==> src/core/dlos_cfg.svh <==
`ifndef DLOS_CFG_SVH
`define DLOS_CFG_SVH
// What this block does
// - One read returns a snapshot of every line's present level.
// - Line 0 sits in the status word's lsb, higher lines above it.
// - Selected line's source setting picks the driving signal, only when output.
// - Source off disables the driver, pin floats.
// - User bit source follows the stored user register bit.
// - Acquisition-in-progress level is selectable.
// - Frame wait, trigger, lost trigger and capture levels are selectable.
// - Row wait, trigger, lost trigger and capture levels are selectable.
// - Exposure level, high during frame or row exposure, is selectable.
// - Each counter and timer offers a running level.
// - Each encoder output is selectable.
// - Each logic block and software signal output is selectable.
// - Each stream offers active, paused, stopping, stopped, overrun levels.
// - Each line holds a readable, writable electrical format setting.
// - Tri-state format means the line is not driven.
// - User bit index n addresses user register bit n from bit 0.
// - Single bit value write changes only the indexed bit; readable back.
// - Whole-word write updates all user bits, subject to mask.
// - Whole-word ones drive high, zeros drive low.
// - Whole-word lsb maps to user bit 0, upward in order.
// - Mask zero bits keep their user bits unchanged on whole-word write.
// - Mask ignored for single bit writes.
// - Lines come out of reset as inputs, undriven.
// - Reported status is taken after the polarity flip.

// ------------------------------------------------------------
// Register byte offsets
// ------------------------------------------------------------
`define DLOS_OFF_LINE_SEL   8'h00
`define DLOS_OFF_LINE_CFG   8'h04
`define DLOS_OFF_LEVELS     8'h08
`define DLOS_OFF_UBIT_IDX   8'h0C
`define DLOS_OFF_UBIT_VAL   8'h10
`define DLOS_OFF_UBITS      8'h14
`define DLOS_OFF_UMASK      8'h18
// ------------------------------------------------------------
// Line configuration word fields
// ------------------------------------------------------------
`define DLOS_CFG_SRC_LSB    0
`define DLOS_CFG_DIR_BIT    8
`define DLOS_CFG_FLIP_BIT   9
`define DLOS_CFG_FMT_LSB    12
// ------------------------------------------------------------
// Reset values
// ------------------------------------------------------------
`define DLOS_RST_SRC        6'h00
`define DLOS_RST_FMT        3'h2
`define DLOS_RST_UMASK      8'hFF
`endif

==> src/core/dlos_pkg.sv <==
package dlos_pkg;
	typedef enum logic [2:0] {
		DLOS_FMT_NOCONN = 3'h0,
		DLOS_FMT_TRI    = 3'h1,
		DLOS_FMT_TTL    = 3'h2,
		DLOS_FMT_LVDS   = 3'h3,
		DLOS_FMT_RS422  = 3'h4,
		DLOS_FMT_OPTO   = 3'h5,
		DLOS_FMT_OD     = 3'h6
	} dlos_fmt_e;
	// Source codes: 0 off, 1..8 user bits, 9..21 acquisition states,
	// 22.. indexed units: 4 each of counters, timers, encoders, logic, sw,
	// then 5 stream states for each of 2 streams.
	typedef logic [5:0] dlos_src_t;
	typedef struct packed {
		logic       acq_trig_waiting;
		logic       acq_trig_recv;
		logic       acq_trig_lost;
		logic       acq_in_progress;
		logic       frame_trig_waiting;
		logic       frame_trig_recv;
		logic       frame_trig_lost;
		logic       frame_capture_on;
		logic       row_trig_waiting;
		logic       row_trig_recv;
		logic       row_trig_lost;
		logic       row_capture_on;
		logic       exposure_on;
		logic [3:0] counter_n_running;
		logic [3:0] timer_n_running;
		logic [3:0] encoder_n_out;
		logic [3:0] logic_n_out;
		logic [3:0] softsig_n_out;
		logic [1:0] stream_n_active;
		logic [1:0] stream_n_paused;
		logic [1:0] stream_n_stopping;
		logic [1:0] stream_n_stopped;
		logic [1:0] stream_n_overrun;
	} dlos_sources_s;
	typedef struct packed {
		logic      line_direction;
		logic      line_polarity_flip;
		dlos_fmt_e line_electrical_format;
		dlos_src_t line_drive_source;
	} dlos_line_cfg_s;
endpackage : dlos_pkg

==> src/core/dlos_top.sv <==
// The Wishbone slave port and the address map are this design's own decisions.
`include "dlos_cfg.svh"
module dlos_top
	import dlos_pkg::*;
(
	input  wire logic          mclk_in,      // 100 MHz clock
	input  wire logic          reset_in,     // Synchronous, active high
	input  wire logic          wb_cyc_in,    // Wishbone cycle
	input  wire logic          wb_stb_in,    // Wishbone strobe
	input  wire logic          wb_we_in,     // Wishbone write enable
	input  wire logic [7:0]    wb_adr_in,    // Byte address
	input  wire logic [3:0]    wb_sel_in,    // Byte lanes
	input  wire logic [31:0]   wb_dat_in,    // Write data
	output logic      [31:0]   wb_dat_out,   // Read data
	output logic               wb_ack_out,   // Acknowledge
	input  wire dlos_sources_s src_in,       // Internal source levels
	input  wire logic [3:0]    line_pin_in,  // Pin level seen at pad
	output logic      [3:0]    line_pin_out, // Pin drive value
	output logic      [3:0]    line_oe_out   // Pin drive enable
);
	localparam int NL = 4;
	localparam int NU = 8;

	dlos_line_cfg_s cfg_q [NL];
	logic [1:0]     line_index_select_q;
	logic [2:0]     user_bit_index_q;
	logic [NU-1:0]  user_bits_q;
	logic [NU-1:0]  user_bits_write_mask_q;
	logic [NL-1:0]  pin_s1_q, pin_s2_q, pin_s3_q, pin_stable_q;
	logic [NL-1:0]  level_w;
	logic [NL-1:0]  drive_w;
	logic [NL-1:0]  en_w;
	logic           ack_q;
	logic [31:0]    rdat_q;
	logic           wr_w, rd_w;
	logic [63:0]    src_vec_w;

	assign wr_w = wb_cyc_in & wb_stb_in & wb_we_in & ~ack_q;
	assign rd_w = wb_cyc_in & wb_stb_in & ~wb_we_in & ~ack_q;

	// ------------------------------------------------------------
	// Source vector, indexed by the source code
	// ------------------------------------------------------------
	assign src_vec_w = {
		12'h000,
		src_in.stream_n_overrun, src_in.stream_n_stopped, src_in.stream_n_stopping,
		src_in.stream_n_paused, src_in.stream_n_active,
		src_in.softsig_n_out, src_in.logic_n_out,
		src_in.encoder_n_out,
		src_in.timer_n_running, src_in.counter_n_running,
		src_in.exposure_on,
		src_in.row_capture_on, src_in.row_trig_lost,
		src_in.row_trig_recv, src_in.row_trig_waiting,
		src_in.frame_capture_on, src_in.frame_trig_lost,
		src_in.frame_trig_recv, src_in.frame_trig_waiting,
		src_in.acq_in_progress, src_in.acq_trig_lost,
		src_in.acq_trig_recv, src_in.acq_trig_waiting,
		user_bits_q,
		1'b0
	};

	// ------------------------------------------------------------
	// Pin synchroniser and per-line drive
	// ------------------------------------------------------------
	always_ff @(posedge mclk_in) begin
		pin_s1_q <= line_pin_in;
		pin_s2_q <= pin_s1_q;
		pin_s3_q <= pin_s2_q;
	end

	always_ff @(posedge mclk_in) begin
		if (reset_in) begin
			pin_stable_q <= 4'h0;
		end else begin
			for (int i = 0; i < NL; i++) begin
				if (pin_s2_q[i] == pin_s3_q[i]) begin
					pin_stable_q[i] <= pin_s3_q[i];
				end
			end
		end
	end

	genvar g;
	generate
		for (g = 0; g < NL; g++) begin : g_line
			logic raw_w;
			assign raw_w = src_vec_w[cfg_q[g].line_drive_source];
			// Output drive only in output direction, source not off, format neither tri nor no-connect
			assign en_w[g] = cfg_q[g].line_direction &
				(cfg_q[g].line_drive_source != `DLOS_RST_SRC) &
				(cfg_q[g].line_electrical_format != DLOS_FMT_TRI) &
				(cfg_q[g].line_electrical_format != DLOS_FMT_NOCONN);
			assign drive_w[g] = raw_w ^ cfg_q[g].line_polarity_flip;
			// Status after the polarity stage: outputs report the driven value
			assign level_w[g] = en_w[g] ? drive_w[g] :
				(pin_stable_q[g] ^ cfg_q[g].line_polarity_flip);
		end
	endgenerate

	// Drive values are registered so pins do not glitch with source decode
	always_ff @(posedge mclk_in) begin
		if (reset_in) begin
			line_pin_out <= 4'h0;
			line_oe_out  <= 4'h0;
		end else begin
			line_pin_out <= drive_w;
			line_oe_out  <= en_w;
		end
	end

	// ------------------------------------------------------------
	// Per-line settings
	// ------------------------------------------------------------
	always_ff @(posedge mclk_in) begin
		if (reset_in) begin
			line_index_select_q <= 2'h0;
		end else if (wr_w && wb_adr_in == `DLOS_OFF_LINE_SEL && wb_sel_in[0]) begin
			line_index_select_q <= wb_dat_in[1:0];
		end
	end

	always_ff @(posedge mclk_in) begin
		if (reset_in) begin
			for (int i = 0; i < NL; i++) begin
				cfg_q[i].line_direction         <= 1'b0;
				cfg_q[i].line_polarity_flip     <= 1'b0;
				cfg_q[i].line_electrical_format <= dlos_fmt_e'(`DLOS_RST_FMT);
				cfg_q[i].line_drive_source      <= `DLOS_RST_SRC;
			end
		end else if (wr_w && wb_adr_in == `DLOS_OFF_LINE_CFG) begin
			if (wb_sel_in[0]) begin
				cfg_q[line_index_select_q].line_drive_source <=
					wb_dat_in[`DLOS_CFG_SRC_LSB +: 6];
			end
			if (wb_sel_in[1]) begin
				cfg_q[line_index_select_q].line_direction <= wb_dat_in[`DLOS_CFG_DIR_BIT];
				cfg_q[line_index_select_q].line_polarity_flip <=
					wb_dat_in[`DLOS_CFG_FLIP_BIT];
				if (wb_dat_in[`DLOS_CFG_FMT_LSB +: 3] <= 3'h6) begin
					cfg_q[line_index_select_q].line_electrical_format <=
						dlos_fmt_e'(wb_dat_in[`DLOS_CFG_FMT_LSB +: 3]);
				end
			end
		end
	end

	// ------------------------------------------------------------
	// User output register
	// ------------------------------------------------------------
	always_ff @(posedge mclk_in) begin
		if (reset_in) begin
			user_bit_index_q <= 3'h0;
		end else if (wr_w && wb_adr_in == `DLOS_OFF_UBIT_IDX && wb_sel_in[0]) begin
			user_bit_index_q <= wb_dat_in[2:0];
		end
	end

	always_ff @(posedge mclk_in) begin
		if (reset_in) begin
			user_bits_write_mask_q <= `DLOS_RST_UMASK;
		end else if (wr_w && wb_adr_in == `DLOS_OFF_UMASK && wb_sel_in[0]) begin
			user_bits_write_mask_q <= wb_dat_in[NU-1:0];
		end
	end

	always_ff @(posedge mclk_in) begin
		if (reset_in) begin
			user_bits_q <= 8'h00;
		end else if (wr_w && wb_adr_in == `DLOS_OFF_UBIT_VAL && wb_sel_in[0]) begin
			user_bits_q[user_bit_index_q] <= wb_dat_in[0];
		end else if (wr_w && wb_adr_in == `DLOS_OFF_UBITS && wb_sel_in[0]) begin
			// Bit i of the word goes to user bit i, masked bits held
			user_bits_q <= (wb_dat_in[NU-1:0] & user_bits_write_mask_q) |
				(user_bits_q & ~user_bits_write_mask_q);
		end
	end

	// ------------------------------------------------------------
	// Wishbone read and acknowledge
	// ------------------------------------------------------------
	always_ff @(posedge mclk_in) begin
		if (reset_in) begin
			ack_q <= 1'b0;
		end else begin
			ack_q <= wb_cyc_in & wb_stb_in & ~ack_q;
		end
	end

	always_ff @(posedge mclk_in) begin
		if (reset_in) begin
			rdat_q <= 32'h0000_0000;
		end else if (rd_w) begin
			unique case (wb_adr_in)
				`DLOS_OFF_LINE_SEL: rdat_q <= {30'h0, line_index_select_q};
				`DLOS_OFF_LINE_CFG: rdat_q <= {17'h0,
					cfg_q[line_index_select_q].line_electrical_format, 2'h0,
					cfg_q[line_index_select_q].line_polarity_flip,
					cfg_q[line_index_select_q].line_direction, 2'h0,
					cfg_q[line_index_select_q].line_drive_source};
				`DLOS_OFF_LEVELS:   rdat_q <= {28'h0, level_w};
				`DLOS_OFF_UBIT_IDX: rdat_q <= {29'h0, user_bit_index_q};
				`DLOS_OFF_UBIT_VAL: rdat_q <= {31'h0, user_bits_q[user_bit_index_q]};
				`DLOS_OFF_UBITS:    rdat_q <= {24'h0, user_bits_q};
				`DLOS_OFF_UMASK:    rdat_q <= {24'h0, user_bits_write_mask_q};
				default:            rdat_q <= 32'h0000_0000;
			endcase
		end
	end

	assign wb_ack_out = ack_q;
	assign wb_dat_out = rdat_q;

	// ------------------------------------------------------------
	// Per-line assertions
	// ------------------------------------------------------------
	generate
		for (g = 0; g < NL; g++) begin : g_line_chk

		end
	endgenerate
endmodule : dlos_top

==> config.mk <==
export PLATFORM = sky130hd
export DESIGN_NAME = dlos_top
export DESIGN_NICKNAME = d
export VERILOG_FILES = /design/src/core/dlos_pkg.sv /design/src/core/dlos_top.sv
export VERILOG_INCLUDE_DIRS = /design/src /design/src/core
export SDC_FILE = /design/constraint.sdc
export NUM_CORES = 1
export LEC_CHECK = 0
export BUFFER_PORTS_ARGS = -buffer_cell sky130_fd_sc_hd__clkbuf_2
export CAP_MARGIN = 10
export CORE_ASPECT_RATIO = 0.75
export CORE_MARGIN = 2
export CORE_UTILIZATION = 35
export CTS_BUF_LIST = sky130_fd_sc_hd__clkbuf_4 sky130_fd_sc_hd__clkbuf_8
export DETAILED_ROUTE_END_ITERATION = 10
export PLACE_DENSITY = 0.54
export SLEW_MARGIN = 5
export SYNTH_ARGS = -nofsm -noshare
export SYNTH_HDL_FRONTEND = slang
export SYNTH_SLANG_ARGS = --single-unit
==> constraint.sdc <==
create_clock -name mclk_in -period 2.65 [get_ports mclk_in]
set_clock_uncertainty 0.15 [all_clocks]
set_input_delay 0.265 -clock mclk_in [delete_from_list [all_inputs] [get_ports mclk_in]]
set_output_delay 0.265 -clock mclk_in [all_outputs]
set_load 0.02 [all_outputs]
## After elaboration in Yosys (flattened, before gate mapping)

Memory sizes are Yosys's and may differ from the RTL's. A register that Yosys moved wholly into a read port is not among the register bits.
Index checks and enable logic that the tools add are counted.

- Output and inout bits: 41
- Word-level logic and storage cells: 132
- Register bits: 78
- Memories kept: 1
- RAM bits: 44

Memory list:

| name | depth | bits a word | rd ports | clocked after memory_dff | write ports | RTL line | RTL |
|---|---|---|---|---|---|---|---|
| cfg_q | 4 | 11 | 5 | 1 | 4 | dlos_top.sv:24 | `dlos_line_cfg_s cfg_q [NL];` |

- Reduce and logical (&&, ||, !) cells: 23
- Bitwise operators: 32
- Equality and inequality tests: 14
- $lt $le $gt $ge: 7
- Multiplexer cells: 40

Operators by type and width:

| cell | count |
|---|---|
| $pmux 15 s7 | 1 |
| $lt 6x7->1 const B | 4 |
| $mux 1 | 25 |
| $bmux 1 s6 | 4 |
| $eq 8x5->1 const B | 3 |
| $reduce_bool 6->1 | 4 |
| $and 1x1->1 | 18 |
| $and 8x8->8 | 2 |
| $eq 8x4->1 const B | 2 |
| $mux 8 | 2 |
| $logic_and 1x1->1 | 12 |
| $ne 3x1->1 const B | 4 |
| $reduce_bool 3->1 | 4 |
| $mux 11 | 1 |
| $reduce_or 11->1 | 1 |
| $bwmux 8 | 1 |
| $eq 8x3->1 const B | 1 |
| $logic_not 8->1 | 1 |
| $not 8->8 | 1 |
| $or 8x8->8 | 1 |
| $xor 1x1->1 | 8 |
| $mux 2 | 3 |
| $eq 1x1->1 | 4 |
| $lt 3x4->1 const B | 1 |
| 7 further kinds | 8 |

## Logic depth before layout (Yosys ltp)

Gate-level depths: netlist (run 1).

- Depth in word-level cells: 9
- Mapped depth: 8
- Gate-level depth less buffers: 6

## Worst setup path before layout (run 1)

No wires, ideal clock.

- Path kind: reg-to-reg
- Start: mem cfg_q[1][0] in the netlist's numbering
- End: reg rdat_q[0], in the netlist wb_dat_out[0]
- Period minus slack after synthesis: 2.273 ns
- Slack: 0.377 ns
- Buffers on the path: 1
- Cell stages (with the launch flop): 8
- Arrival time: 1.997 ns
- Cells stage by stage: edfxtp_1 buf_4 mux4_2 mux2i_1 nor2_1 or4_1 a32oi_1 nand3_1

RTL lines:

| what | RTL line | RTL |
|---|---|---|
| start, declared | dlos_top.sv:24 |  |
| end signal, assigned | dlos_top.sv:194 | `` `DLOS_OFF_LINE_SEL: rdat_q <= {30'h0, line_index_select_q}; `` |
| end signal, assigned | dlos_top.sv:195 | `` `DLOS_OFF_LINE_CFG: rdat_q <= {17'h0, `` |
| end signal, assigned | dlos_top.sv:200 | `` `DLOS_OFF_LEVELS: rdat_q <= {28'h0, level_w}; `` |
| end, declared | dlos_top.sv:34 | `logic [31:0] rdat_q;` |

==> impl_results.md, run 1 <==
- GR Overflow Total: 0
- Req. time, crit path: 2.77 ns
- Die Area: 0.0217 sq mm
- Fraction of layout cells with a size suffix above 1: 29.5%
- Initial Util: 35.6%
- Fraction of the yosys area taken by sequential cells: 35.3%
- Switching power: 0.931 mW
- Net Sw Frac: 28.5%
- Final Hold Violating Endpoints: 0
- First-pass GRT wire length: 34.0 mm
- Number of synthesized flops with an enable pin: 44
- GP Congestion: 0.883
- Start point of the critical path: cfg_q[3][1]$_SDFFCE_PN0P_
- CTS sink count: 105
- Area Growth Syn to Fin: 15.7%
- PwrDens: 393 mW/mm^2
- Async SR Flop Fraction: 0%
- Final Util: 41.2%
- Clk buf depth: 2
- Placed insts: 1050
- Initial DRC Count: 658
- Total Wirelength: 22.2 mm
- Setup Total Neg Slack: 0 ns
- Via count of the first global-routing pass: 5703
- Sequential Power Share: 54.2%
- Hold Crit Class: input pin to register
- Final HPWL DP: 17.1 mm
- Site Rows: 45
- Tcrit/Tclk final: 94.2%
- Vias per cell: 5.68
- Worst EP arrival: 2.61 ns
- Commonest non-fill, non-tap cell in the layout: clkbuf_2
- Max Fclk: 401 MHz
- DRC violations left: 0
- Non-filler cells, final: 1077
- Final Max Tran Viols: 0
- # nets final: 909
- Antenna Nets Post-Route: 0
- Worst reg2reg startpoint: cfg_q[3][1]$_SDFFCE_PN0P_
- Routed WL per cell: 20.6 um
- Initial antenna violation count: 0
- Endpoint class of the critical path: register
- Count of final setup violators: 0
- CTS tree: built
- Distinct cells, synth: 80
- Worst-path maximum fanout: 17
- Main synth FF type: dfxtp_1
- Area post-placement: 0.00806 sq mm
- Core area: 0.0202 sq mm
- Clock Pin Slew Worst Setup and Hold Paths: 0.11 ns
- Synth Instances: 696
- Root Buffer: clkbuf_8
- Syn avg cell area: 10.3 sq um
- Most frequent cells in the layout: clkbuf_2, dfxtp_1, nor2_1
- Hold wc startpoint: wb_dat_in[13]
- PortBufs: 96
- CP Launch Type: register
- Via Count: 6120
- Critical path class: register to register
- Clock Latency Late Sink: 0.37 ns
- Peak supply drop: 0.000281 V
- Synth warnings: 0
- Slew headroom: 60.9%
- Largest net degree at the start of global routing: 39
- Finished Cell Area: 0.00833 sq mm
- Flip-flop and latch count after synthesis: 105
- Worst slew pin tran: 0.571 ns
- Htree depth: 3
- DR pass1 iterations: 5
- Unrepaired setup endpoints after global routing: false
- Clock power share: 29.3%
- Chip height: 128 um
- Die X: 170 um
- Boundary Pins: 137
- Combinational Power Share: 16.5%
- Cts bufs inserted: 9
- P_leak: 3.13 nW
- Outcome: complete, no violations
- Final worst path period need: 2.50 ns
- Netlist Area Pre-Place: 0.00720 sq mm
- Total GRT Usage: 20.6%
- Int Pwr: 2.34 mW
- Maxcap violations: 0
==> synth_stat cells (4+ instances only) <==
library cell,count,area (sq um)
a221oi_1,5,43.8
and3b_1,5,43.8
nand4_1,6,37.5
a22oi_1,6,45.0
nand3b_1,4,30.0
nand3_1,29,145
mux2i_1,42,420
nor4b_1,4,35.0
a21oi_1,33,165
buf_4,20,150
edfxtp_1,44,1320
o22ai_1,5,31.3
dfxtp_1,61,1220
clkbuf_1,19,71.3
nor2b_1,24,150
nand2_1,43,161
mux2_2,9,101
xnor2_1,4,35.0
nand2b_1,15,93.8
buf_2,19,95.1
and2_1,36,225
or3_1,5,31.3
o21ai_0,23,115
a31oi_1,7,43.8
nor3_1,10,50.1
or4_1,5,37.5
mux4_2,40,901
inv_1,9,33.8
mux4_1,10,263
or2_2,7,43.8
nor2_1,60,225
a211o_1,9,78.8
a21o_1,5,37.5
o31ai_1,4,30.0
==> timing repair <==
item,CTS,global route
hold endpoints to repair,7,0
endpoints found under the setup margin,0,3
setup buffers,0,3
resized for setup,0,0
hold buffers,7,0
==> critical path: stages (launching register included) <==
cell	delay, ns
edfxtp_1	0.41
buf_12	0.19
mux4_2	0.51
mux2i_1	0.21
nor2_1	0.08
o32ai_2	0.38
o21ai_0	0.17
mux2_2	0.30
==> layout make-up <==
class / instances / area, sq um
clock buffer: 11 / 139
tap: 258 / 323
multi-input combinational: 534 / 4280
antenna: 1 / 2.50
clock inverter: 5 / 40.0
timing repair buffer: 154 / 971
sequential: 105 / 2540
fill: 1991 / 11900
inverter: 9 / 33.8
==> kinds of logic after synthesis <==
group / count (synthesis) / synth area share, %
other: 1 / 0.0521
AND/OR/NAND/NOR: 282 / 22.2
buffers and inverters: 75 / 6.17
flip-flops: 105 / 35.3
XOR/XNOR: 5 / 0.608
multiplexers: 101 / 23.4
AO/OA/AOI/OAI: 127 / 12.2
==> layer usage <==
metal | up-vias | track usage (%) | part of all wire, %
met5 | - | 0 | 0
met4 | 0 | 3.62 | 1.3
met3 | 22 | 3.30 | 8.0
met2 | 256 | 29.7 | 42
met1 | 3004 | 32.4 | 48
li1 | 2838 | - | -
==> state kept, by name, summed over array words and instances (netlist names), named ones only <==
name,cells
wb_ack_out,1
line_index_select_q,2
pin_s2_q,4
line_pin_out,4
user_bits_write_mask_q,8
pin_s1_q,4
pin_stable_q,4
cfg_q,44
user_bit_index_q,3
line_oe_out,4
pin_s3_q,4
wb_dat_out,13
==> power groups by stage <==
stage          Combinational (mW)  Clock (mW)  Sequential (mW)
6_report                    0.540       0.959             1.77
5_1_grt                     0.580        1.04             1.78
4_1_cts                     0.531       0.977             1.78
3_5_place_dp                0.519           0             1.81
3_3_place_gp                0.518           0             1.81
2_1_floorplan               0.343           0             1.79
==> stage by stage <==
step	worst slack, ns	power, mW	hold slack (ns)
finish	0.154	3.27	0.0745
global route	0.0421	3.40	0.0714
detailed placement	0.105	2.33	0.162
floorplan	0.377	2.14	0.143
global placement	0.112	2.33	0.163
CTS	0.0869	3.28	0.0635
==> path summary, 6_finish.rpt <==
kind	slack [ns]	endpoint	cells past startpoint
max	0.15	line_pin_out[3]$_SDFF_PP0_	7
min	0.07	cfg_q[3][7]$_SDFFCE_PN1P_	2
max reg2reg	0.15	line_pin_out[3]$_SDFF_PP0_	7
min reg2reg	0.19	pin_s2_q[0]$_DFF_P_	0
Power figures use the tool's default switching activity.
==> inputs of run 2 (changes only) <==
--- a/config.mk
+++ b/config.mk
@@ -11,7 +11,7 @@
 export CORE_ASPECT_RATIO = 0.75
 export CORE_MARGIN = 2
 export CORE_UTILIZATION = 35
-export CTS_BUF_LIST = sky130_fd_sc_hd__clkbuf_4 sky130_fd_sc_hd__clkbuf_8
+export CTS_BUF_LIST = sky130_fd_sc_hd__clkbuf_16
 export DETAILED_ROUTE_END_ITERATION = 10
 export PLACE_DENSITY = 0.54
 export SLEW_MARGIN = 5
==> impl_results.md, run 2 (synthesized netlist as in run 1, its figures left out) <==
- GR Overflow Total: 0 (unchanged)
- Critical path class: register to register
- Hold Crit Class: input pin to register
- Via Count: 6130 (+0.16%)
- Tcrit/Tclk final: 94.9% (+0.72 points)
- Most used cell along the critical path: mux2_2
- CTS tree: built
- Routed WL per cell: 20.7 um (+0.52%)
- CP cell instances: mux2_2, a221oi_1, a211o_1, and4_1, mux2i_1, mux2_2
- Root Buffer: clkbuf_16
- Endpoint class of the critical path: register
- Slew headroom: 59.6% (-1.3 points)
- Worst slew pin tran: 0.591 ns (+0.0196 ns)
- PwrDens: 428 mW/mm^2 (+8.9%)
- Die X: 170 um (unchanged)
- Total GRT Usage: 20.6% (+0.040 points)
- Worst EP arrival: 2.61 ns (about the same)
- Clock Latency Late Sink: 0.35 ns (-0.02 ns)
- Finished Cell Area: 0.00839 sq mm (+0.68%)
- Count of final setup violators: 0 (unchanged)
- R2R setup slack: 0.14 ns (-0.02 ns)
- Fin Hold WS: 0.00963 ns (-0.0649 ns)
- Largest register FFs: 44 (unchanged)
- Max Fclk: 398 MHz (-0.76%)
- Post_cts resized: 0 (unchanged)
- P_leak: 3.16 nW (+0.94%)
- Peak supply drop: 0.000300 V (+6.7%)
- Htree depth: 3 (unchanged)
- Chip height: 128 um (unchanged)
- Total Wirelength: 22.2 mm (about the same)
- Placed insts: 1050 (unchanged)
- CP top delay family: multiplexers
- Boundary Pins: 137 (unchanged)
- DR pass1 iterations: 5 (unchanged)
- Largest Register: cfg_q
- Worst reg2reg startpoint: cfg_q[1][2]$_SDFFCE_PN0P_
- Slowest-stage cell, CP: edfxtp_1
- CP Buf/Inv Count: 0 (-1)
- Unrepaired setup endpoints after global routing: false
- Final Max Tran Viols: 0 (unchanged)
- GP Congestion: 0.883 (unchanged)
- Fraction of layout cells with a size suffix above 1: 29.1% (-0.35 points)
- Hold wc startpoint: wb_dat_in[6]
- Initial Util: 35.6% (unchanged)
- Die Area: 0.0217 sq mm (unchanged)
- Via count of the first global-routing pass: 5687 (-0.28%)
- Non-filler cells, final: 1072 (-0.46%)
- Largest net degree at the start of global routing: 39 (unchanged)
- Clock Pin Slew Worst Setup and Hold Paths: 0.08 ns (-0.03 ns)
- Commonest non-fill, non-tap cell in the layout: clkbuf_2
- CP Launch Type: register
- Min-Delay Endpoint: user_bits_write_mask_q[6]$_SDFFE_PP1P_
- Worst-path maximum fanout: 9 (-8)
- Site Rows: 45 (unchanged)
- Core area: 0.0202 sq mm (unchanged)
- CTS sink count: 105 (unchanged)
- DRC violations left: 0 (unchanged)
- Setup Total Neg Slack: 0 ns (unchanged)
- Cts bufs inserted: 9 (unchanged)
- Pre-CTS setup slack: 0.105 ns (unchanged)
- # nets final: 905 (-0.44%)
- PortBufs: 96 (unchanged)
- Req. time, crit path: 2.74 ns (-0.03 ns)
- Antenna Nets Post-Route: 0 (unchanged)
- Post-route setup slack: 0.135 ns (-0.0192 ns)
- Area Growth Syn to Fin: 16.5%
- Most frequent cells in the layout: clkbuf_2, dfxtp_1, nor2_1
- Vias per cell: 5.72 (+0.63%)
- Initial DRC Count: 616 (-6.4%)
- Initial antenna violation count: 0 (unchanged)
- CP max stage delay: 0.64 ns (+0.13 ns)
- Clk buf depth: 2 (unchanged)
- Outcome: complete, no violations
- Maxcap violations: 0 (unchanged)
- Worst reg2reg endpoint: line_pin_out[1]$_SDFF_PP0_
- Final Hold Violating Endpoints: 0 (unchanged)
- Final worst path period need: 2.51 ns (+0.0192 ns)
- WHS Path Cells: 2 (unchanged)
- Final HPWL DP: 17.1 mm (unchanged)
- Diode count: 0 (-1)
- Worst reg2reg path depth: 6 (-1)
- First-pass GRT wire length: 34.1 mm (+0.10%)
- Area post-placement: 0.00806 sq mm (unchanged)
[run 2: changes by cell type in the layout (fill, tap and decap cells not counted)]
cell / previous run / this run
inv_1: 9 / 11
dlygate4sd3_1: 7 / 5
clkbuf_8: 9 / 0
diode_2: 1 / 0
clkbuf_16: 0 / 9
clkbuf_4: 2 / 0
buf_4: 48 / 46
[run 2: worst max path at each step]
| stage | from | to | slack (ns) | depth (start not counted) |
|---|---|---|---|---|
| after floorplan | cfg_q[1][0]$_SDFFCE_PN0P_ | wb_dat_out[0]$_SDFFE_PP0P_ | 0.38 | 7 |
| after global placement | cfg_q[1][0]$_SDFFCE_PN0P_ | wb_dat_out[0]$_SDFFE_PP0P_ | 0.11 | 7 |
| after detailed placement | cfg_q[1][0]$_SDFFCE_PN0P_ | wb_dat_out[0]$_SDFFE_PP0P_ | 0.11 | 7 |
| after CTS | cfg_q[1][0]$_SDFFCE_PN0P_ | wb_dat_out[0]$_SDFFE_PP0P_ | 0.09 | 7 |
| after global routing | cfg_q[0][1]$_SDFFCE_PN0P_ | line_pin_out[0]$_SDFF_PP0_ | 0.002 | 6 |
| final | cfg_q[1][2]$_SDFFCE_PN0P_ | line_pin_out[1]$_SDFF_PP0_ | 0.14 | 6 |
[run 2: layer usage]
layer | vias up | GRT usage, % | wire (um)
li1 | 2833 | - | -
met2 | 280 | 29.8 | 9380
met1 | 2998 | 32.4 | 10500
met5 | - | 0 | 0
met3 | 19 | 3.43 | 2050
met4 | 0 | 3.67 | 220
[run 2: through the flow]
step           power (mW)  util [%]
3_3_place_gp         2.33      39.9
5_1_grt              3.71      41.5
3_5_place_dp         2.33      39.9
2_1_floorplan        2.14         -
4_1_cts              3.60      41.5
6_report             3.59      41.5
[run 2: area by class of cell]
class	instances	area (sq um)
inverter	9	33.8
multi-input combinational	534	4280
timing repair buffer	150	936
clock inverter	7	47.5
tap	258	323
sequential	105	2540
clock buffer	9	225
fill	1979	11800
[run 2: repair_timing]
| item | in CTS | in global routing |
|---|---|---|
| setup endpoints to repair | 0 | 1 |
| setup buffers | 0 | 1 |
| hold endpoints to repair | 5 | 0 |
| hold buffers | 5 | 0 |
[run 2: report_power, final]
part / total (mW) / switching (mW) / internal (mW) / leakage, nW
clock: 1.28 / 0.637 / 0.643 / 0.145
combinational: 0.532 / 0.295 / 0.237 / 2.08
sequential: 1.77 / 0.0502 / 1.72 / 0.938
total: 3.59 / 0.982 / 2.60 / 3.16
==> inputs of run 3 (changes only) <==
--- a/config.mk
+++ b/config.mk
@@ -8,7 +8,7 @@
 export LEC_CHECK = 0
 export BUFFER_PORTS_ARGS = -buffer_cell sky130_fd_sc_hd__clkbuf_2
 export CAP_MARGIN = 10
-export CORE_ASPECT_RATIO = 0.75
+export CORE_ASPECT_RATIO = 1.25
 export CORE_MARGIN = 2
 export CORE_UTILIZATION = 35
 export CTS_BUF_LIST = sky130_fd_sc_hd__clkbuf_16
==> impl_results.md, run 3 (synthesized netlist as in run 1, its figures left out) <==
- Outcome: complete, no violations
- Max Fclk: 401 MHz (+0.82%)
- Filler instances: 2033 (+2.7%)
- Initial antenna violation count: 0 (unchanged)
- CP max stage delay: 0.57 ns (-0.07 ns)
- Worst reg2reg startpoint: cfg_q[2][0]$_SDFFCE_PN0P_
- Hold Crit Class: input pin to register
- First-pass GRT wire length: 34.4 mm (+1.0%)
- Site Rows: 58 (+29%)
- Total Wirelength: 22.2 mm (+0.11%)
- Initial Util: 35.7% (+0.068 points)
- Register area: 0.00254 sq mm (unchanged)
- Maxcap violations: 0 (unchanged)
- Final Max Tran Viols: 0 (unchanged)
- P_leak: 3.24 nW (+2.4%)
- Antenna Nets Post-Route: 0 (unchanged)
- # nets final: 920 (+1.7%)
- Area Growth Syn to Fin: 18.7%
- GR Overflow Total: 0 (unchanged)
- PortBufs: 96 (unchanged)
- Peak supply drop: 0.000265 V (-12%)
- Endpoint class of the critical path: register
- Clock Pin Slew Worst Setup and Hold Paths: 0.07 ns (about the same)
- Slowest-stage cell, CP: edfxtp_1
- Min-Delay Endpoint: wb_dat_out[6]$_SDFFE_PP0P_
- Largest net degree at the start of global routing: 31 (-21%)
- Hold wc startpoint: reset_in
- Final HPWL DP: 17.0 mm (-0.48%)
- Via Count: 6027 (-1.7%)
- Worst reg2reg endpoint: wb_dat_out[2]$_SDFFE_PP0P_
- Critical path class: register to register
- PwrDens: 426 mW/mm^2 (-0.44%)
- Vias per cell: 5.48 (-4.1%)
- DRC violations left: 0 (unchanged)
- DR pass1 iterations: 5 (unchanged)
- Boundary Pins: 137 (unchanged)
- Die X: 132 um (-22%)
- Worst-path maximum fanout: 6 (-3)
- Initial DRC Count: 539 (-13%)
- Root Buffer: clkbuf_16
- Cts bufs inserted: 9 (unchanged)
- WHS Path Cells: 2 (unchanged)
- Worst slew pin tran: 0.646 ns (+0.0552 ns)
- Fraction of layout cells with a size suffix above 1: 30.5% (+1.4 points)
- Worst EP arrival: 2.61 ns (about the same)
- CTS tree: built
- Die Area: 0.0217 sq mm (about the same)
- R2R setup slack: 0.16 ns (+0.02 ns)
- CP cell instances: buf_4, mux4_2, o22a_1, nand4_1, a221oi_1, nor3_1, o31ai_1
- Total GRT Usage: 20.6% (-0.041 points)
- Commonest non-fill, non-tap cell in the layout: clkbuf_2
- Req. time, crit path: 2.77 ns (+0.03 ns)
- Worst reg2reg path depth: 7 (+1)
- Multi-input logic area: 0.00428 sq mm (unchanged)
- Tcrit/Tclk final: 94.1% (-0.77 points)
- Post_cts resized: 0 (unchanged)
- Final Hold Violating Endpoints: 0 (unchanged)
- Most frequent cells in the layout: clkbuf_2, dfxtp_1, nor2_1
- Final worst path period need: 2.49 ns (-0.0203 ns)
- Htree depth: 3 (unchanged)
- Diode count: 0 (unchanged)
- Setup Total Neg Slack: 0 ns (unchanged)
- Clock Latency Late Sink: 0.35 ns (about the same)
- Largest register FFs: 44 (unchanged)
- Unrepaired setup endpoints after global routing: false
- GP Congestion: 0.864 (-2.1%)
- Via count of the first global-routing pass: 5774 (+1.5%)
- Largest Register: cfg_q
- Core area: 0.0202 sq mm (-0.19%)
- Fin Hold WS: 0.0578 ns (+0.0482 ns)
- CTS sink count: 105 (unchanged)
- Routed WL per cell: 20.2 um (-2.4%)
- Clk buf depth: 2 (unchanged)
- Chip height: 164 um (+28%)
- Slew headroom: 56.8% (-2.8 points)
- Count of final setup violators: 0 (unchanged)
- CP Launch Type: register
run 3: changes by cell type in the layout (fill, tap and decap cells not counted), sizes merged:
cell,change
buf,+14
dlygate4sd3,+1
run 3: final cells by class:
| cell class | count | share of cell area [%] |
|---|---|---|
| multi-input combinational | 534 | 50.1 |
| sequential | 105 | 29.8 |
| timing repair buffer | 165 | 12.4 |
| tap | 270 | 3.95 |
| clock buffer | 9 | 2.64 |
| clock inverter | 7 | 0.703 |
| inverter | 9 | 0.395 |
run 3: repair_timing:
item | in CTS | in global routing
hold buffers | 6 | 0
setup buffers | 0 | 6
endpoints found under the setup margin | 0 | 2
endpoints found under the hold margin | 6 | 0
run 3: metal layers:
layer,share of wire [%],global-route usage [%],routed length [um],up-vias
li1,-,-,-,2866
met1,46,28.0,10100,2946
met2,49,34.6,10800,196
met3,4.3,3.27,952,19
met4,1.6,4.99,353,0
met5,0,0,0,-
run 3: worst max-delay path: cells and delay by family, from the launching register on:
kind                   cells  cell delay, ns
AND/OR/NAND/NOR            2            0.27
multiplexers               1            0.34
flip-flops                 1            0.57
AO/OA/AOI/OAI              3            0.83
buffers and inverters      1            0.24
run 3: power breakdown:
group          switching, mW  internal, mW
Combinational          0.300         0.252
Clock                  0.653         0.659
Sequential            0.0484          1.72
Total                   1.00          2.64
run 3: worst max path at each step:
stage / endpoint / start / cells past startpoint
finish: wb_dat_out[2]$_SDFFE_PP0P_ / cfg_q[2][0]$_SDFFCE_PN0P_ / 7
floorplan: wb_dat_out[0]$_SDFFE_PP0P_ / cfg_q[1][0]$_SDFFCE_PN0P_ / 7
global placement: line_pin_out[3]$_SDFF_PP0_ / cfg_q[3][1]$_SDFFCE_PN0P_ / 7
global route: wb_dat_out[3]$_SDFFE_PP0P_ / cfg_q[3][2]$_SDFFCE_PN0P_ / 6
CTS: wb_dat_out[2]$_SDFFE_PP0P_ / cfg_q[2][1]$_SDFFCE_PN0P_ / 6
detailed placement: wb_dat_out[2]$_SDFFE_PP0P_ / cfg_q[2][1]$_SDFFCE_PN0P_ / 6
run 3: through the flow:
stage / util [%] / instance area (sq um) / setup WS, ns / instances / total power [mW]
after floorplan: - / 7270 / 0.377 / 714 / 2.14
after global placement: 40.3 / 8140 / 0.126 / 1071 / 2.34
after detailed placement: 40.3 / 8140 / 0.0962 / 1071 / 2.34
after CTS: 42.1 / 8490 / 0.116 / 1093 / 3.66
after global routing: 42.3 / 8540 / 0.0222 / 1099 / 3.78
final: 42.3 / 8540 / 0.156 / 1099 / 3.64
